[config.mk]
export PLATFORM = sky130hd
export DESIGN_NAME = ifeb_top
export DESIGN_NICKNAME = d
export VERILOG_FILES = /design/src/common/ifeb_pkg.sv /design/src/verilog/ifeb_top.sv
export SDC_FILE = /design/constraint.sdc
export NUM_CORES = 1
export LEC_CHECK = 0
export ABC_CLOCK_PERIOD_IN_PS = 2100
export BUFFER_PORTS_ARGS = -buffer_cell sky130_fd_sc_hd__buf_4
export CAP_MARGIN = 10
export CELL_PAD_IN_SITES_DETAIL_PLACEMENT = 1
export CELL_PAD_IN_SITES_GLOBAL_PLACEMENT = 1
export CORE_ASPECT_RATIO = 0.9
export CORE_MARGIN = 8
export CORE_UTILIZATION = 37
export DETAILED_ROUTE_END_ITERATION = 6
export GPL_TIMING_DRIVEN = 0
export PLACE_DENSITY = 0.83
export SLEW_MARGIN = 0
export SYNTH_ARGS = -nofsm -noshare
export SYNTH_HDL_FRONTEND = slang
export SYNTH_SLANG_ARGS = --single-unit
[constraint.sdc]
create_clock -name CLOCK -period 2.1 [get_ports CLOCK]
set_clock_uncertainty 0.15 [all_clocks]
set_input_delay 0.21 -clock CLOCK [delete_from_list [all_inputs] [get_ports CLOCK]]
set_output_delay 0.21 -clock CLOCK [all_outputs]
set_load 0.01 [all_outputs]
[src/common/ifeb_pkg.sv]
// package: register map, field positions and event carrier for the irq flag/enable bank
package ifeb_pkg;

  localparam int          IFEB_DW        = 8;
  localparam int          IFEB_AW        = 18;
  // register indices; byte address is four times the index
  localparam logic [15:0] IDX_PIN_EN     = 16'hfff6;
  localparam logic [15:0] IDX_PORT1_FSEL = 16'hfffc;
  localparam logic [15:0] IDX_PIN_FLAGS  = 16'hfff0;
  localparam logic [15:0] IDX_MISC_FLAGS = 16'hfff1;
  localparam logic [15:0] IDX_EDGE_SEL   = 16'hfff2;
  localparam logic [15:0] IDX_MISC_CTRL  = 16'hfff3;

  localparam logic [7:0]  RST_BYTE       = 8'h00;
  localparam logic [7:0]  CNT_MAX        = 8'hff;
  localparam logic [7:0]  CNT_ZERO       = 8'h00;

  // misc flag bits
  localparam int          MF_TB1_OVF     = 0;
  localparam int          MF_DIRECT      = 1;
  // misc control bits
  localparam int          MC_DT_EN       = 0;
  localparam int          MC_TB1_IE      = 1;
  localparam int          MC_DIRECT_IE   = 2;
  // port 1 function select bit for the interrupt_request_3_input / timer v trigger pin
  localparam int          FSEL_INTERRUPT_REQUEST_3_INPUT_BIT  = 3;
  // edge select bit shared by pin 7 and the timer y clock input
  localparam int          EDGE_PIN7_BIT  = 7;

  typedef struct packed {
    logic [7:0] pin;
    logic       tb1_ovf;
    logic       direct;
  } ifeb_evt_s;

endpackage : ifeb_pkg

[src/verilog/ifeb_top.sv]
// irq flag/enable bank: pin edge flags, timer b1 overflow, direct transfer, wishbone slave
//////////////////////////////////////////////////////////////////////////////////////////
// Functional notes
// pin enable bit 1 passes its pin request to the core, 0 blocks; reset 0
// timer b1 overflow flag sets when counter wraps from ff to 00
// timer b1 overflow flag clears when software writes 0 while it is 1
// flags clear only by software writing 0; writing 1 never sets a flag
// each pin flag sets on its selected edge, clears by writing 0
// direct transfer flag sets on sleep with direct transfer enabled and transfer made
// edge select 1 picks rising edges on pin 7 and timer y clock input
// function select bit 1 turns the shared port pin into interrupt_request_3_input/timer v trigger input
// core request stands while any enabled flag is 1, drops when flags clear
//
// Our own choice: register access over Wishbone.
module ifeb_top
  import ifeb_pkg::*;
(
  input  wire logic                 CLOCK,
  input  wire logic                 RST,
  input  wire logic                 CYC_I,
  input  wire logic                 STB_I,
  input  wire logic                 WE_I,
  input  wire logic [IFEB_AW-1:0]   ADR_I,
  input  wire logic [3:0]           SEL_I,
  input  wire logic [31:0]          DAT_I,
  output logic      [31:0]          DAT_O,
  output logic                      ACK_O,
  input  wire logic [7:0]           EXTERNAL_INTERRUPT_PIN,
  input  wire logic                 TIMER_Y_CLOCK_INPUT,
  input  wire logic [7:0]           TIMER_B1_COUNT,
  input  wire logic                 SLEEP_EXECUTED,
  input  wire logic                 DIRECT_TRANSFER_MADE,
  input  wire logic                 PORT_PIN_IN,
  input  wire logic                 GPIO_OUT,
  input  wire logic                 GPIO_OE,
  output logic                      PORT_PIN_OUT,
  output logic                      PORT_PIN_OE,
  output logic                      GPIO_IN,
  output logic                      INTERRUPT_REQUEST_3_INPUT,
  output logic                      TIMER_V_TRIGGER_INPUT,
  output logic                      TIMER_Y_CLOCK_EDGE,
  output logic                      DIRECT_TRANSFER_ENABLE,
  output logic                      IRQ
);

  //////////////////////////////////////////////////////////////////////////////////////////
  // helpers
  function automatic logic edge_hit(input logic prev, input logic cur, input logic rise);
    edge_hit = rise ? (!prev && cur) : (prev && !cur);
  endfunction : edge_hit

  // set wins over a write-0 clear; writing 1 leaves the flag alone
  function automatic logic [7:0] flag_next(input logic [7:0] cur, input logic [7:0] set,
                                           input logic clr, input logic [7:0] wdat);
    flag_next = (clr ? (cur & wdat) : cur) | set;
  endfunction : flag_next

  logic [7:0]  pin_en_ff;
  logic [7:0]  fsel_ff;
  logic [7:0]  pin_flags_ff;
  logic [7:0]  misc_flags_ff;
  logic [7:0]  edge_sel_ff;
  logic [7:0]  misc_ctrl_ff;
  logic [7:0]  pin_prev_ff;
  logic        tmy_prev_ff;
  logic [7:0]  cnt_prev_ff;
  ifeb_evt_s   evt;
  logic        req;
  logic        wr;
  logic [15:0] idx;
  logic [7:0]  wdat;
  logic [7:0]  rdat;
  logic [7:0]  misc_set;
  logic        pend;

  //////////////////////////////////////////////////////////////////////////////////////////
  // event detection
  always_comb
  begin
    for (int i = 0; i < 8; i++)
    begin
      evt.pin[i] = edge_hit(pin_prev_ff[i], EXTERNAL_INTERRUPT_PIN[i], edge_sel_ff[i]);
    end
    evt.tb1_ovf = (cnt_prev_ff == CNT_MAX) && (TIMER_B1_COUNT == CNT_ZERO);
    evt.direct  = SLEEP_EXECUTED && misc_ctrl_ff[MC_DT_EN] && DIRECT_TRANSFER_MADE;
    misc_set    = RST_BYTE;
    misc_set[MF_TB1_OVF] = evt.tb1_ovf;
    misc_set[MF_DIRECT]  = evt.direct;
  end

  always_ff @(posedge CLOCK)
  begin
    if (RST)
    begin
      pin_prev_ff <= RST_BYTE;
      tmy_prev_ff <= 1'b0;
      cnt_prev_ff <= RST_BYTE;
    end
    else
    begin
      pin_prev_ff <= EXTERNAL_INTERRUPT_PIN;
      tmy_prev_ff <= TIMER_Y_CLOCK_INPUT;
      cnt_prev_ff <= TIMER_B1_COUNT;
    end
  end

  always_ff @(posedge CLOCK)
  begin
    if (RST)
      TIMER_Y_CLOCK_EDGE <= 1'b0;
    else
      TIMER_Y_CLOCK_EDGE <= edge_hit(tmy_prev_ff, TIMER_Y_CLOCK_INPUT,
                                     edge_sel_ff[EDGE_PIN7_BIT]);
  end

  //////////////////////////////////////////////////////////////////////////////////////////
  // wishbone slave
  assign req  = CYC_I && STB_I && !ACK_O;
  assign idx  = ADR_I[IFEB_AW-1:2];
  assign wr   = req && WE_I && SEL_I[0];
  assign wdat = DAT_I[IFEB_DW-1:0];

  always_comb
  begin
    unique case (idx)
      IDX_PIN_EN:     rdat = pin_en_ff;
      IDX_PORT1_FSEL: rdat = fsel_ff;
      IDX_PIN_FLAGS:  rdat = pin_flags_ff;
      IDX_MISC_FLAGS: rdat = misc_flags_ff;
      IDX_EDGE_SEL:   rdat = edge_sel_ff;
      IDX_MISC_CTRL:  rdat = misc_ctrl_ff;
      default:        rdat = RST_BYTE;
    endcase
  end

  always_ff @(posedge CLOCK)
  begin
    if (RST)
    begin
      ACK_O <= 1'b0;
      DAT_O <= {24'h00_0000, RST_BYTE};
    end
    else
    begin
      ACK_O <= req;
      DAT_O <= {24'h00_0000, req ? rdat : RST_BYTE};
    end
  end

  //////////////////////////////////////////////////////////////////////////////////////////
  // software registers
  always_ff @(posedge CLOCK)
  begin
    if (RST)
    begin
      pin_en_ff    <= RST_BYTE;
      fsel_ff      <= RST_BYTE;
      edge_sel_ff  <= RST_BYTE;
      misc_ctrl_ff <= RST_BYTE;
    end
    else if (wr)
    begin
      if (idx == IDX_PIN_EN)     pin_en_ff    <= wdat;
      if (idx == IDX_PORT1_FSEL) fsel_ff      <= wdat;
      if (idx == IDX_EDGE_SEL)   edge_sel_ff  <= wdat;
      if (idx == IDX_MISC_CTRL)  misc_ctrl_ff <= wdat;
    end
  end

  always_ff @(posedge CLOCK)
  begin
    if (RST)
    begin
      pin_flags_ff  <= RST_BYTE;
      misc_flags_ff <= RST_BYTE;
    end
    else
    begin
      pin_flags_ff  <= flag_next(pin_flags_ff, evt.pin,
                                 wr && (idx == IDX_PIN_FLAGS), wdat);
      misc_flags_ff <= flag_next(misc_flags_ff, misc_set,
                                 wr && (idx == IDX_MISC_FLAGS), wdat);
    end
  end

  //////////////////////////////////////////////////////////////////////////////////////////
  // request to the core and pin function select
  assign pend = |(pin_flags_ff & pin_en_ff)
              || (misc_flags_ff[MF_TB1_OVF] && misc_ctrl_ff[MC_TB1_IE])
              || (misc_flags_ff[MF_DIRECT] && misc_ctrl_ff[MC_DIRECT_IE]);

  always_ff @(posedge CLOCK)
  begin
    if (RST)
    begin
      IRQ                    <= 1'b0;
      DIRECT_TRANSFER_ENABLE <= 1'b0;
    end
    else
    begin
      IRQ                    <= pend;
      DIRECT_TRANSFER_ENABLE <= misc_ctrl_ff[MC_DT_EN];
    end
  end

  always_ff @(posedge CLOCK)
  begin
    if (RST)
    begin
      PORT_PIN_OUT              <= 1'b0;
      PORT_PIN_OE               <= 1'b0;
      GPIO_IN                   <= 1'b0;
      INTERRUPT_REQUEST_3_INPUT <= 1'b0;
      TIMER_V_TRIGGER_INPUT     <= 1'b0;
    end
    else if (fsel_ff[FSEL_INTERRUPT_REQUEST_3_INPUT_BIT])
    begin
      PORT_PIN_OUT              <= 1'b0;
      PORT_PIN_OE               <= 1'b0;
      GPIO_IN                   <= 1'b0;
      INTERRUPT_REQUEST_3_INPUT <= PORT_PIN_IN;
      TIMER_V_TRIGGER_INPUT     <= PORT_PIN_IN;
    end
    else
    begin
      PORT_PIN_OUT              <= GPIO_OUT;
      PORT_PIN_OE               <= GPIO_OE;
      GPIO_IN                   <= PORT_PIN_IN;
      INTERRUPT_REQUEST_3_INPUT <= 1'b0;
      TIMER_V_TRIGGER_INPUT     <= 1'b0;
    end
  end

  //////////////////////////////////////////////////////////////////////////////////////////
  // checks
  pin_block_a: assert property (@(posedge CLOCK) disable iff (RST)
    (pin_en_ff == RST_BYTE) && (misc_ctrl_ff[MC_TB1_IE] == 1'b0)
      && (misc_ctrl_ff[MC_DIRECT_IE] == 1'b0) |=> !IRQ)
    else $error("irq raised with all enables off");

  tb1_wrap_a: assert property (@(posedge CLOCK) disable iff (RST)
    (cnt_prev_ff == CNT_MAX) && (TIMER_B1_COUNT == CNT_ZERO) |=> misc_flags_ff[MF_TB1_OVF])
    else $error("timer b1 wrap did not set flag");

  tb1_clear_a: assert property (@(posedge CLOCK) disable iff (RST)
    wr && (idx == IDX_MISC_FLAGS) && !wdat[MF_TB1_OVF] && !evt.tb1_ovf
      |=> !misc_flags_ff[MF_TB1_OVF])
    else $error("timer b1 flag not cleared by write 0");

  no_set_a: assert property (@(posedge CLOCK) disable iff (RST)
    (evt.pin == RST_BYTE) |=> ((pin_flags_ff & ~$past(pin_flags_ff)) == RST_BYTE))
    else $error("pin flag set without edge");

  pin_flag_a: assert property (@(posedge CLOCK) disable iff (RST)
    ##1 ((pin_flags_ff & $past(evt.pin)) == $past(evt.pin)))
    else $error("pin edge did not set flag");

  direct_set_a: assert property (@(posedge CLOCK) disable iff (RST)
    SLEEP_EXECUTED && misc_ctrl_ff[MC_DT_EN] && DIRECT_TRANSFER_MADE
      |=> misc_flags_ff[MF_DIRECT])
    else $error("direct transfer flag not set");

  rise_sel_a: assert property (@(posedge CLOCK) disable iff (RST)
    edge_sel_ff[EDGE_PIN7_BIT] && pin_prev_ff[7] && !EXTERNAL_INTERRUPT_PIN[7]
      && !pin_flags_ff[7] && !wr |=> !pin_flags_ff[7])
    else $error("falling edge taken in rising mode");

  pin_func_a: assert property (@(posedge CLOCK) disable iff (RST)
    fsel_ff[FSEL_INTERRUPT_REQUEST_3_INPUT_BIT] |=> !PORT_PIN_OE && (INTERRUPT_REQUEST_3_INPUT == $past(PORT_PIN_IN)))
    else $error("shared pin not in trigger mode");

  irq_drop_a: assert property (@(posedge CLOCK) disable iff (RST)
    (pin_flags_ff == RST_BYTE) && (misc_flags_ff == RST_BYTE) |=> !IRQ)
    else $error("irq stands with no flag set");

  ack_pulse_a: assert property (@(posedge CLOCK) disable iff (RST)
    ACK_O |=> !ACK_O)
    else $error("ack longer than one cycle");

endmodule : ifeb_top

==> impl_metrics.xml, run 1 <==
<?xml version="1.0" encoding="UTF-8"?>
<metrics>
  <group name="sta">
    <metric name="final-max-slew-violation-count" unit="">0</metric>
    <metric name="hold_violations" unit="">0</metric>
    <metric name="setup_viol_count_final" unit="">0</metric>
    <metric name="period_minus_slack" unit="ps">2080</metric>
    <metric name="timing_worst_slew_pin_value" unit="ps">950</metric>
    <metric name="timing.max_slew.rel_slack" unit="">0.362</metric>
    <metric name="setup_tns" unit="ps">0</metric>
    <metric name="setup_ws" unit="ps">21.3</metric>
    <metric name="hold_slack" unit="ps">10.6</metric>
    <metric name="fin_crit_sh" unit="">0.990</metric>
    <metric name="rsz0062_at_grt" unit="">true</metric>
    <metric name="maximum_achievable_frequency" unit="MHz">481</metric>
  </group>
  <group name="clocking">
    <metric name="clk_root_buffer_cell" unit="">sky130_fd_sc_hd__clkbuf_8</metric>
    <metric name="skew_pair_late_insertion_delay" unit="ps">360</metric>
    <metric name="cts_num_sinks" unit="">81</metric>
    <metric name="cts_htree_levels" unit="">3</metric>
    <metric name="cts_max_path_buffers" unit="">2</metric>
    <metric name="cts_inserted_buffers" unit="">9</metric>
    <metric name="cts_tree" unit="">yes</metric>
    <metric name="cts.reportedPaths.clkPinSlew" unit="ps">90</metric>
  </group>
  <group name="floorplanning">
    <metric name="initial_core_util" unit="">0.379</metric>
    <metric name="row_count" unit="">34</metric>
    <metric name="design.portCount" unit="">122</metric>
    <metric name="area_of_the_placeable_core" unit="mm^2">0.00966</metric>
    <metric name="die_w" unit="um">121</metric>
    <metric name="die_height" unit="um">110</metric>
    <metric name="die_area" unit="mm^2">0.0133</metric>
  </group>
  <group name="final_layout">
    <metric name="final_area" unit="mm^2">0.00488</metric>
    <metric name="drive_gt1_frac" unit="">0.296</metric>
    <metric name="syn2layout_area_growth" unit="%">33.3</metric>
    <metric name="layout.core_utilization" unit="">0.506</metric>
    <metric name="final-instance-count-excl-fill" unit="">644</metric>
    <metric name="most-common-layout-cells" unit="">sky130_fd_sc_hd__buf_4, sky130_fd_sc_hd__dfxtp_1, sky130_fd_sc_hd__a21oi_1</metric>
    <metric name="final_net_count" unit="">593</metric>
    <metric name="final_common_cell" unit="">sky130_fd_sc_hd__buf_4</metric>
  </group>
  <group name="setup_path">
    <metric name="crit_path_start_kind" unit="">register</metric>
    <metric name="regToRegEndpoint" unit="">pin_en_ff[6]</metric>
    <metric name="r2r_setup_slack" unit="ps">20</metric>
    <metric name="critical_path_peak_fanout" unit="">10</metric>
    <metric name="depth_of_the_worst_register_to_register_path" unit="">6</metric>
    <metric name="critPathKind" unit="">reg -&gt; reg</metric>
    <metric name="worst_r2r_startpoint" unit="">ACK_O</metric>
    <metric name="arrival_time_worst_endpoint" unit="ps">2150</metric>
    <metric name="required_time_at_the_endpoint_of_the_critical_path" unit="ps">2170</metric>
    <metric name="worst_setup_path_end_kind" unit="">register</metric>
  </group>
  <group name="synthesis">
    <metric name="post_synthesis_async_set_or_reset_flop_share" unit="">0</metric>
    <metric name="syn_inst" unit="">388</metric>
    <metric name="synthDistinctLibCells" unit="">46</metric>
    <metric name="ys.warnings.count" unit="">0</metric>
    <metric name="mean_post_synth_cell_area" unit="um^2">9.44</metric>
    <metric name="synth_sequential_area_ratio" unit="">0.443</metric>
    <metric name="synth.ff_latch_count" unit="">81</metric>
    <metric name="leading_cell_types_by_total_area_after_synthesis" unit="">sky130_fd_sc_hd__dfxtp_1, sky130_fd_sc_hd__a21oi_1, sky130_fd_sc_hd__buf_4, sky130_fd_sc_hd__nand3_1, sky130_fd_sc_hd__o21ai_0</metric>
    <metric name="synth_top_area_frac" unit="">0.443</metric>
    <metric name="netlist.top_cell.by_area" unit="">sky130_fd_sc_hd__dfxtp_1</metric>
    <metric name="synth_area" unit="mm^2">0.00366</metric>
    <metric name="synth_edf_count" unit="">0</metric>
    <metric name="postSynth.topFlopCell" unit="">sky130_fd_sc_hd__dfxtp_1</metric>
  </group>
  <group name="route">
    <metric name="firstDrtPassIters" unit="">5</metric>
    <metric name="wire_per_inst" unit="um">21.5</metric>
    <metric name="drt-initial-drc-count" unit="">316</metric>
    <metric name="routed-via-count" unit="">3707</metric>
    <metric name="routed_wl" unit="mm">13.8</metric>
    <metric name="ant_nets" unit="">0</metric>
    <metric name="avgViaCountPerCell" unit="">5.76</metric>
    <metric name="route.detailed.drc" unit="">0</metric>
  </group>
  <group name="hold_path">
    <metric name="hold_path_end" unit="">edge_sel_ff[7]</metric>
    <metric name="worstHoldStart" unit="">DAT_I[7]</metric>
    <metric name="worst_min_delay_path_class" unit="">in -&gt; reg</metric>
    <metric name="hold_path_depth" unit="">3</metric>
  </group>
  <group name="placed_design">
    <metric name="detailed_place_hpwl" unit="mm">9.19</metric>
    <metric name="place.port_buffers" unit="">68</metric>
    <metric name="dpl_cell_area" unit="mm^2">0.00442</metric>
    <metric name="place_inst" unit="">605</metric>
    <metric name="routabilityCongestion" unit="">0.870</metric>
    <metric name="detailedPlace.worstSlack" unit="ps">-448</metric>
  </group>
  <group name="global_route">
    <metric name="grt_max_degree" unit="">14</metric>
    <metric name="global_route.usage.total" unit="">0.207</metric>
    <metric name="first_global_vias" unit="">3940</metric>
    <metric name="grt_pass1_wl" unit="mm">21.3</metric>
    <metric name="grt_overflow" unit="">0</metric>
    <metric name="antenna_found_initial" unit="">1</metric>
  </group>
  <group name="job">
    <metric name="timing.max_cap.violations" unit="">0</metric>
  </group>
  <group name="outcome">
    <metric name="status" unit="">complete, no violations</metric>
  </group>
  <group name="power_and_ir_drop">
    <metric name="vdd_ir_drop_max" unit="V">0.000283</metric>
    <metric name="power.static_leakage" unit="nW">1.87</metric>
    <metric name="total_power" unit="mW">3.12</metric>
    <metric name="pwr_density_cell" unit="mW/mm^2">640</metric>
  </group>
</metrics>
[flip-flops by register name, summed over array words and instances, names as in the netlist]
register	count
fsel_ff	8
cnt_prev_ff	8
PORT_PIN_OUT	1
TIMER_V_TRIGGER_INPUT	1
DAT_O	8
PORT_PIN_OE	1
pin_en_ff	8
IRQ	1
DIRECT_TRANSFER_ENABLE	1
pin_prev_ff	8
misc_flags_ff	8
ACK_O	1
edge_sel_ff	8
misc_ctrl_ff	8
pin_flags_ff	8
TIMER_Y_CLOCK_EDGE	1
GPIO_IN	1
tmy_prev_ff	1
[per-layer routing]
metal,share of wire,wire length [um],vias to the layer above,track usage
li1,-,-,1660,-
met1,0.38,5270,1811,0.235
met2,0.50,6960,206,0.368
met3,0.091,1260,30,0.0468
met4,0.025,344,0,0.0899
met5,0,0,-,0
[cell usage after synthesis, types with 5 or more instances]
| library cell | instances |
|---|---|
| sky130_fd_sc_hd__a21oi_1 | 44 |
| sky130_fd_sc_hd__nand3b_1 | 8 |
| sky130_fd_sc_hd__a22o_1 | 10 |
| sky130_fd_sc_hd__a31oi_1 | 8 |
| sky130_fd_sc_hd__or3b_2 | 8 |
| sky130_fd_sc_hd__nand3_1 | 35 |
| sky130_fd_sc_hd__nor2_1 | 6 |
| sky130_fd_sc_hd__o21ai_0 | 30 |
| sky130_fd_sc_hd__buf_4 | 25 |
| sky130_fd_sc_hd__a22oi_1 | 17 |
| sky130_fd_sc_hd__buf_2 | 5 |
| sky130_fd_sc_hd__dfxtp_1 | 81 |
| sky130_fd_sc_hd__mux2_2 | 8 |
| sky130_fd_sc_hd__o31ai_1 | 7 |
| sky130_fd_sc_hd__clkbuf_1 | 17 |
| sky130_fd_sc_hd__nand4_1 | 6 |
| sky130_fd_sc_hd__o311a_1 | 5 |
| sky130_fd_sc_hd__nor2b_1 | 19 |
[layout make-up]
type                            instances  area, um^2
Antenna cell                            1        2.50
Clock inverter                          4        48.8
Tap cell                              126         158
Inverter                                4        15.0
Fill cell                            1126        4770
Buffer                                 50         307
Clock buffer                           12         155
Timing Repair Buffer                   90         731
Multi-Input combinational cell        276        1850
Sequential cell                        81        1620
[kinds of logic (layout without fill, tap and decap cells)]
logic type | Yosys count | count (layout) | share of synthesized area
multiplexers | 8 | 8 | 0.0246
buffers and inverters | 54 | 160 | 0.0868
flip-flops | 81 | 81 | 0.443
AND/OR/NAND/NOR | 116 | 116 | 0.227
AO/OA/AOI/OAI | 128 | 128 | 0.218
other | 1 | 25 | 0.00102
[how the worst max path moves through the flow]
stage,start,endpoint,cells past startpoint
2_1_floorplan,ACK_O,pin_flags_ff[1],6
3_5_place_dp,ADR_I[4],pin_flags_ff[4],6
3_3_place_gp,ADR_I[4],pin_flags_ff[4],6
5_1_grt,ACK_O,pin_en_ff[6],6
6_report,ACK_O,pin_en_ff[6],6
4_1_cts,ACK_O,pin_en_ff[3],6
[worst max-delay path: stages (launching register included)]
cell                       delay [ps]
sky130_fd_sc_hd__dfxtp_1          320
sky130_fd_sc_hd__nand3b_4         190
sky130_fd_sc_hd__or4_1            510
sky130_fd_sc_hd__buf_2            190
sky130_fd_sc_hd__clkbuf_2         240
sky130_fd_sc_hd__o21ai_0          250
sky130_fd_sc_hd__a21oi_1          100
[power breakdown]
part / leakage (nW) / switching, mW / internal, mW / total (mW)
sequential: 0.659 / 0.0168 / 1.56 / 1.58
combinational: 1.11 / 0.171 / 0.166 / 0.337
clock: 0.107 / 0.589 / 0.616 / 1.21
[what timing repair did]
item,CTS,global route
pin swaps,0,1
resized for setup,5,11
hold endpoints to repair,27,0
cloned,0,0
buffers inserted,0,0
endpoints found under the setup margin,19,21
hold buffers,22,0
(Power assumes the default switching activity.)
==> inputs of run 2 (changes only) <==
--- a/config.mk
+++ b/config.mk
@@ -5,17 +5,19 @@
 export SDC_FILE = /design/constraint.sdc
 export NUM_CORES = 1
 export LEC_CHECK = 0
+export ABC_AREA = 1
 export ABC_CLOCK_PERIOD_IN_PS = 2100
-export BUFFER_PORTS_ARGS = -buffer_cell sky130_fd_sc_hd__buf_4
+export BUFFER_PORTS_ARGS = -buffer_cell sky130_fd_sc_hd__buf_2
 export CAP_MARGIN = 10
 export CELL_PAD_IN_SITES_DETAIL_PLACEMENT = 1
 export CELL_PAD_IN_SITES_GLOBAL_PLACEMENT = 1
 export CORE_ASPECT_RATIO = 0.9
 export CORE_MARGIN = 8
-export CORE_UTILIZATION = 37
+export CORE_UTILIZATION = 36
 export DETAILED_ROUTE_END_ITERATION = 6
 export GPL_TIMING_DRIVEN = 0
-export PLACE_DENSITY = 0.83
+export PLACE_DENSITY = 0.84
+export SETUP_SLACK_MARGIN = 0.3
 export SLEW_MARGIN = 0
 export SYNTH_ARGS = -nofsm -noshare
 export SYNTH_HDL_FRONTEND = slang
==> impl_metrics.xml, run 2 <==
<?xml version="1.0" encoding="UTF-8"?>
<metrics>
  <group name="outcome">
    <metric name="status" unit="">complete, no violations</metric>
  </group>
  <group name="synthesis">
    <metric name="syn_inst" unit="">516</metric>
    <metric name="yosys-top-cells-count" unit="">sky130_fd_sc_hd__dfxtp_1, sky130_fd_sc_hd__nand2_1, sky130_fd_sc_hd__inv_1, sky130_fd_sc_hd__nand3_1, sky130_fd_sc_hd__nor2_1</metric>
    <metric name="leading_cell_types_by_total_area_after_synthesis" unit="">sky130_fd_sc_hd__dfxtp_1, sky130_fd_sc_hd__nand3_1, sky130_fd_sc_hd__nand2_1, sky130_fd_sc_hd__inv_1, sky130_fd_sc_hd__nor2_1</metric>
    <metric name="synth_top_area_frac" unit="">0.426</metric>
    <metric name="post_synthesis_async_set_or_reset_flop_share" unit="">0</metric>
    <metric name="synth.ff_latch_count" unit="">81</metric>
    <metric name="mean_post_synth_cell_area" unit="um^2">7.37</metric>
    <metric name="library_cell_with_the_highest_instance_count_after_synthesis" unit="">sky130_fd_sc_hd__dfxtp_1</metric>
    <metric name="synth_edf_count" unit="">0</metric>
    <metric name="postSynth.topFlopCell" unit="">sky130_fd_sc_hd__dfxtp_1</metric>
    <metric name="synthDistinctLibCells" unit="">29</metric>
    <metric name="synth_area" unit="mm^2">0.00380</metric>
    <metric name="netlist.top_cell.by_area" unit="">sky130_fd_sc_hd__dfxtp_1</metric>
    <metric name="synth_sequential_area_ratio" unit="">0.426</metric>
    <metric name="ys.warnings.count" unit="">0</metric>
  </group>
  <group name="floorplanning">
    <metric name="area_of_the_placeable_core" unit="mm^2">0.0102</metric>
    <metric name="initial_core_util" unit="">0.371</metric>
    <metric name="die_area" unit="mm^2">0.0141</metric>
    <metric name="design.portCount" unit="">122</metric>
    <metric name="row_count" unit="">35</metric>
    <metric name="die_height" unit="um">114</metric>
    <metric name="die_w" unit="um">124</metric>
  </group>
  <group name="final_layout">
    <metric name="multi_input_comb_area" unit="mm^2">0.00169</metric>
    <metric name="filler_cell_count" unit="">1332</metric>
    <metric name="final_common_cell" unit="">sky130_fd_sc_hd__dfxtp_1</metric>
    <metric name="seq_area" unit="mm^2">0.00162</metric>
    <metric name="final-instance-count-excl-fill" unit="">774</metric>
    <metric name="syn2layout_area_growth" unit="%">28.5</metric>
    <metric name="insertedDiodeCount" unit="">0</metric>
    <metric name="final_net_count" unit="">722</metric>
    <metric name="drive_gt1_frac" unit="">0.239</metric>
    <metric name="most-common-layout-cells" unit="">sky130_fd_sc_hd__dfxtp_1, sky130_fd_sc_hd__nand2_1, sky130_fd_sc_hd__inv_1, sky130_fd_sc_hd__buf_2, sky130_fd_sc_hd__nand3_1</metric>
  </group>
  <group name="clocking">
    <metric name="cts.reportedPaths.clkPinSlew" unit="ps">60</metric>
    <metric name="post_cts.repair.setup_buffers" unit="">0</metric>
    <metric name="cts_tree" unit="">yes</metric>
    <metric name="skew_pair_late_insertion_delay" unit="ps">340</metric>
    <metric name="cts_inserted_buffers" unit="">9</metric>
    <metric name="cts_htree_levels" unit="">3</metric>
    <metric name="clk_root_buffer_cell" unit="">sky130_fd_sc_hd__clkbuf_16</metric>
    <metric name="cts_num_sinks" unit="">81</metric>
    <metric name="cts_max_path_buffers" unit="">2</metric>
  </group>
  <group name="placed_design">
    <metric name="detailedPlace.worstSlack" unit="ps">248</metric>
    <metric name="place.port_buffers" unit="">68</metric>
    <metric name="detailed_place_hpwl" unit="mm">9.20</metric>
    <metric name="place_inst" unit="">736</metric>
    <metric name="routabilityCongestion" unit="">0.873</metric>
  </group>
  <group name="sta">
    <metric name="rsz0062_at_grt" unit="">false</metric>
    <metric name="maximum_achievable_frequency" unit="MHz">596</metric>
    <metric name="hold_slack" unit="ps">35.7</metric>
    <metric name="timing.max_slew.rel_slack" unit="">0.522</metric>
    <metric name="timing_worst_slew_pin_value" unit="ps">717</metric>
    <metric name="hold_violations" unit="">0</metric>
    <metric name="fin_crit_sh" unit="">0.799</metric>
    <metric name="period_minus_slack" unit="ps">1680</metric>
    <metric name="setup_tns" unit="ps">0</metric>
    <metric name="setup_viol_count_final" unit="">0</metric>
    <metric name="final-max-slew-violation-count" unit="">0</metric>
    <metric name="setup_ws" unit="ps">421</metric>
  </group>
  <group name="global_route">
    <metric name="first_global_vias" unit="">3951</metric>
    <metric name="grt_pass1_wl" unit="mm">20.4</metric>
    <metric name="global_route.usage.total" unit="">0.181</metric>
    <metric name="antenna_found_initial" unit="">0</metric>
    <metric name="grt_max_degree" unit="">14</metric>
    <metric name="grt_overflow" unit="">0</metric>
  </group>
  <group name="route">
    <metric name="ant_nets" unit="">0</metric>
    <metric name="route.detailed.drc" unit="">0</metric>
    <metric name="drt-initial-drc-count" unit="">231</metric>
    <metric name="firstDrtPassIters" unit="">4</metric>
    <metric name="wire_per_inst" unit="um">16.4</metric>
    <metric name="routed_wl" unit="mm">12.7</metric>
    <metric name="avgViaCountPerCell" unit="">4.85</metric>
    <metric name="routed-via-count" unit="">3754</metric>
  </group>
  <group name="setup_path">
    <metric name="critical_path_peak_fanout" unit="">10</metric>
    <metric name="worst_setup_path_end_kind" unit="">register</metric>
    <metric name="required_time_at_the_endpoint_of_the_critical_path" unit="ps">2180</metric>
    <metric name="critPathKind" unit="">in -&gt; reg</metric>
    <metric name="arrival_time_worst_endpoint" unit="ps">1760</metric>
    <metric name="crit_path_start_kind" unit="">input pin</metric>
  </group>
  <group name="power_and_ir_drop">
    <metric name="vdd_ir_drop_max" unit="V">0.000579</metric>
    <metric name="power.static_leakage" unit="nW">2.41</metric>
    <metric name="pwr_density_cell" unit="mW/mm^2">673</metric>
    <metric name="total_power" unit="mW">3.29</metric>
  </group>
  <group name="job">
    <metric name="timing.max_cap.violations" unit="">0</metric>
  </group>
  <group name="hold_path">
    <metric name="worst_min_delay_path_class" unit="">in -&gt; reg</metric>
  </group>
</metrics>
## run 2: cell count changes in the layout (fill, tap and decap cells not counted), sizes merged, moves of 10 or more
cell	previous run	this run
nand3	35	71
nand2	3	81
nor2b	19	0
a22o	10	0
inv	5	76
nor2	6	73
a22oi	17	0
clkbuf	28	14
o21ai	32	43
## run 2: worst max-delay path, cell delays in order
cell                            delay (ps)
sky130_fd_sc_hd__buf_2                 140
sky130_fd_sc_hd__clkbuf_1              570
sky130_fd_sc_hd__nor2_1                140
sky130_fd_sc_hd__nand3_1                90
sky130_fd_sc_hd__dlygate4sd3_1         550
sky130_fd_sc_hd__nand2_1                60
## run 2: path summary, 6_finish.rpt
path                    startpoint          endpoint  slack, ps  depth (start not counted)
hold reg to reg   misc_flags_ff[7]  misc_flags_ff[7]        300                          2
setup reg to reg             ACK_O        fsel_ff[1]        450                          6
setup / recovery               RST  misc_flags_ff[1]        420                          6
hold / removal            DAT_I[3]   misc_ctrl_ff[3]         40                          3
## run 2: through the flow
step	instance area (um^2)	utilization
after floorplan	3890	-
after global routing	4890	0.477
final	4890	0.477
after global placement	4390	0.429
after detailed placement	4390	0.429
after CTS	4880	0.477
## run 2: routing by layer
metal | GRT usage | part of all wire
met1 | 0.200 | 0.43
met3 | 0.0529 | 0.043
met2 | 0.329 | 0.51
met4 | 0.0569 | 0.019
met5 | 0 | 0
## run 2: cells by family (layout without fill, tap and decap cells)
group	after synthesis	in the layout	synth area share
buf+inv	117	223	0.154
simple gates	231	231	0.298
compound gates	86	86	0.121
flops	81	81	0.426
other cells	1	24	0.000986
## run 2: cell type report
| type | count | share of cell area |
|---|---|---|
| clock buffers | 9 | 0.0461 |
| inverters | 77 | 0.0591 |
| repair buffers | 91 | 0.117 |
| well taps | 129 | 0.0330 |
| clock inverters | 6 | 0.00742 |
| plain buffers | 40 | 0.0604 |
| multi-input cells | 341 | 0.346 |
| flip-flops and latches | 81 | 0.332 |
## run 2: timing repair
item | CTS | global route
gates resized for setup | 0 | 1
endpoints found under the setup margin | 0 | 9
endpoints found under the hold margin | 23 | 0
hold buffers | 23 | 0
## run 2: where the power goes
| part | internal, mW | switching (mW) | total [mW] |
|---|---|---|---|
| combinational | 0.127 | 0.163 | 0.290 |
| clock | 0.786 | 0.629 | 1.42 |
| sequential | 1.57 | 0.0164 | 1.58 |
| total | 2.48 | 0.808 | 3.29 |
==> inputs of run 3 (changes only) <==
--- a/config.mk
+++ b/config.mk
@@ -6,7 +6,7 @@
 export NUM_CORES = 1
 export LEC_CHECK = 0
 export ABC_AREA = 1
-export ABC_CLOCK_PERIOD_IN_PS = 2100
+export ABC_CLOCK_PERIOD_IN_PS = 1700
 export BUFFER_PORTS_ARGS = -buffer_cell sky130_fd_sc_hd__buf_2
 export CAP_MARGIN = 10
 export CELL_PAD_IN_SITES_DETAIL_PLACEMENT = 1
==> constraint.sdc (replaced) <==
create_clock -name CLOCK -period 1.7 [get_ports CLOCK]
set_clock_uncertainty 0.15 [all_clocks]
set_input_delay 0.17 -clock CLOCK [delete_from_list [all_inputs] [get_ports CLOCK]]
set_output_delay 0.17 -clock CLOCK [all_outputs]
set_load 0.01 [all_outputs]
==> impl_metrics.xml, run 3 (synthesis results as in run 2) <==
<?xml version="1.0" encoding="UTF-8"?>
<metrics>
  <group name="job">
    <metric name="timing.max_cap.violations" unit="">0</metric>
  </group>
  <group name="floorplanning">
    <metric name="die_w" unit="um">124</metric>
    <metric name="area_of_the_placeable_core" unit="mm^2">0.0102</metric>
    <metric name="die_area" unit="mm^2">0.0141</metric>
    <metric name="initial_core_util" unit="">0.371</metric>
    <metric name="die_height" unit="um">114</metric>
    <metric name="design.portCount" unit="">122</metric>
    <metric name="row_count" unit="">35</metric>
  </group>
  <group name="clocking">
    <metric name="cts_htree_levels" unit="">3</metric>
    <metric name="cts.reportedPaths.clkPinSlew" unit="ps">60</metric>
    <metric name="cts_num_sinks" unit="">81</metric>
    <metric name="cts_max_path_buffers" unit="">2</metric>
    <metric name="skew_pair_late_insertion_delay" unit="ps">340</metric>
    <metric name="cts_inserted_buffers" unit="">9</metric>
    <metric name="cts_tree" unit="">yes</metric>
    <metric name="clk_root_buffer_cell" unit="">sky130_fd_sc_hd__clkbuf_16</metric>
  </group>
  <group name="power_and_ir_drop">
    <metric name="p_seq_frac" unit="">0.459</metric>
    <metric name="clock_power_share" unit="">0.447</metric>
    <metric name="power.static_leakage" unit="nW">2.57</metric>
    <metric name="vdd_ir_drop_max" unit="V">0.000608</metric>
    <metric name="cellInternalPower" unit="mW">3.27</metric>
    <metric name="power.net_switching" unit="mW">1.00</metric>
    <metric name="pwr_density_cell" unit="mW/mm^2">806</metric>
    <metric name="comb_power_share" unit="">0.094</metric>
    <metric name="netSwitchingFraction" unit="">0.234</metric>
    <metric name="total_power" unit="mW">4.27</metric>
  </group>
  <group name="global_route">
    <metric name="global_route.usage.met1" unit="">0.210</metric>
    <metric name="first_global_vias" unit="">4281</metric>
    <metric name="grt_overflow" unit="">0</metric>
    <metric name="groute.layer.met3.usage" unit="">0.0593</metric>
    <metric name="busiest_layer" unit="">met2</metric>
    <metric name="antenna_found_initial" unit="">0</metric>
    <metric name="grt_max_degree" unit="">13</metric>
    <metric name="global_route.usage.total" unit="">0.191</metric>
    <metric name="grt_pass1_wl" unit="mm">21.6</metric>
    <metric name="grtUsageMet2" unit="">0.340</metric>
  </group>
  <group name="route">
    <metric name="wire_per_inst" unit="um">17.4</metric>
    <metric name="routed-via-count" unit="">3958</metric>
    <metric name="firstDrtPassIters" unit="">4</metric>
    <metric name="routed_wl" unit="mm">13.8</metric>
    <metric name="drt-initial-drc-count" unit="">209</metric>
    <metric name="ant_nets" unit="">0</metric>
    <metric name="avgViaCountPerCell" unit="">4.99</metric>
    <metric name="route.detailed.drc" unit="">0</metric>
  </group>
  <group name="final_layout">
    <metric name="most-common-layout-cells" unit="">sky130_fd_sc_hd__dfxtp_1, sky130_fd_sc_hd__nand2_1, sky130_fd_sc_hd__buf_2</metric>
    <metric name="drive_gt1_frac" unit="">0.298</metric>
    <metric name="final_net_count" unit="">742</metric>
    <metric name="filler_cell_count" unit="">1315</metric>
    <metric name="seq_area" unit="mm^2">0.00162</metric>
    <metric name="layout.core_utilization" unit="">0.517</metric>
    <metric name="final_common_cell" unit="">sky130_fd_sc_hd__dfxtp_1</metric>
    <metric name="final-instance-count-excl-fill" unit="">793</metric>
    <metric name="syn2layout_area_growth" unit="%">39.4</metric>
    <metric name="multi_input_comb_area" unit="mm^2">0.00183</metric>
    <metric name="insertedDiodeCount" unit="">0</metric>
  </group>
  <group name="placed_design">
    <metric name="place.port_buffers" unit="">68</metric>
    <metric name="detailedPlace.worstSlack" unit="ps">-140</metric>
    <metric name="detailed_place_hpwl" unit="mm">9.29</metric>
    <metric name="routabilityCongestion" unit="">0.871</metric>
    <metric name="place_inst" unit="">736</metric>
  </group>
  <group name="sta">
    <metric name="rsz0062_at_grt" unit="">true</metric>
    <metric name="hold_violations" unit="">0</metric>
    <metric name="setup_ws" unit="ps">151</metric>
    <metric name="timing.max_slew.rel_slack" unit="">0.447</metric>
    <metric name="period_minus_slack" unit="ps">1550</metric>
    <metric name="final-max-slew-violation-count" unit="">0</metric>
    <metric name="hold_slack" unit="ps">17.7</metric>
    <metric name="maximum_achievable_frequency" unit="MHz">646</metric>
    <metric name="setup_viol_count_final" unit="">0</metric>
    <metric name="timing_worst_slew_pin_value" unit="ps">829</metric>
    <metric name="fin_crit_sh" unit="">0.911</metric>
  </group>
  <group name="outcome">
    <metric name="status" unit="">complete, no violations</metric>
  </group>
  <group name="setup_path">
    <metric name="required_time_at_the_endpoint_of_the_critical_path" unit="ps">1780</metric>
    <metric name="crit_path_start_kind" unit="">register</metric>
    <metric name="critical_path_peak_fanout" unit="">6</metric>
    <metric name="arrival_time_worst_endpoint" unit="ps">1630</metric>
    <metric name="critPathKind" unit="">reg -&gt; reg</metric>
    <metric name="worst_setup_path_end_kind" unit="">register</metric>
  </group>
  <group name="hold_path">
    <metric name="worst_min_delay_path_class" unit="">in -&gt; reg</metric>
  </group>
</metrics>
==> run 3: layout make-up <==
cell class	count	area share
Multi-Input combinational cell	341	0.345
Sequential cell	81	0.306
Timing Repair Buffer	111	0.152
Buffer	40	0.0573
Inverter	77	0.0555
Clock buffer	11	0.0458
Tap cell	129	0.0304
Clock inverter	3	0.00802
==> run 3: what timing repair did <==
action	in CTS	in global routing
resized for setup	41	25
cloned	1	1
pin swaps	5	8
hold buffers	26	0
endpoints found under the setup margin	59	53
setup buffers	7	8
endpoints found under the hold margin	27	0
==> run 3: metal layers <==
layer	wire (um)	part of all wire
met1	5570	0.40
met3	953	0.069
met4	385	0.028
met5	0	0
met2	6890	0.50
==> run 3: power by group through the flow <==
stage	sequential [mW]	clock [mW]	combinational [mW]
after floorplan	1.99	0	0.183
after global placement	1.99	0	0.298
after detailed placement	2.00	0	0.312
after CTS	1.96	1.93	0.379
after global routing	1.96	2.01	0.436
final	1.96	1.91	0.401
==> run 3: worst max-delay path, cell delays in order, from the launching register on <==
cell and delay, ps:
sky130_fd_sc_hd__dfxtp_2 330, sky130_fd_sc_hd__nor2_4 110, sky130_fd_sc_hd__inv_2 60, sky130_fd_sc_hd__nor2_4 100, sky130_fd_sc_hd__buf_12 140, sky130_fd_sc_hd__nand3_4 160
sky130_fd_sc_hd__buf_8 200, sky130_fd_sc_hd__o21ai_4 140, sky130_fd_sc_hd__a21oi_2 50
==> run 3: final timing paths <==
| check | startpoint | to | slack, ps | cells after the start |
|---|---|---|---|---|
| max | ACK_O | edge_sel_ff[5] | 150 | 8 |
| min | DAT_I[1] | pin_en_ff[1] | 20 | 3 |
| max reg2reg | ACK_O | edge_sel_ff[5] | 150 | 8 |
| min reg2reg | misc_flags_ff[2] | misc_flags_ff[2] | 300 | 2 |
==> run 3: per-stage QoR <==
step | setup TNS [ps] | area (um^2)
6_report | 0 | 5300
5_1_grt | 0 | 5300
4_1_cts | 0 | 5150
3_5_place_dp | -2340 | 4400
3_3_place_gp | -398 | 4400
2_1_floorplan | 0 | 3900
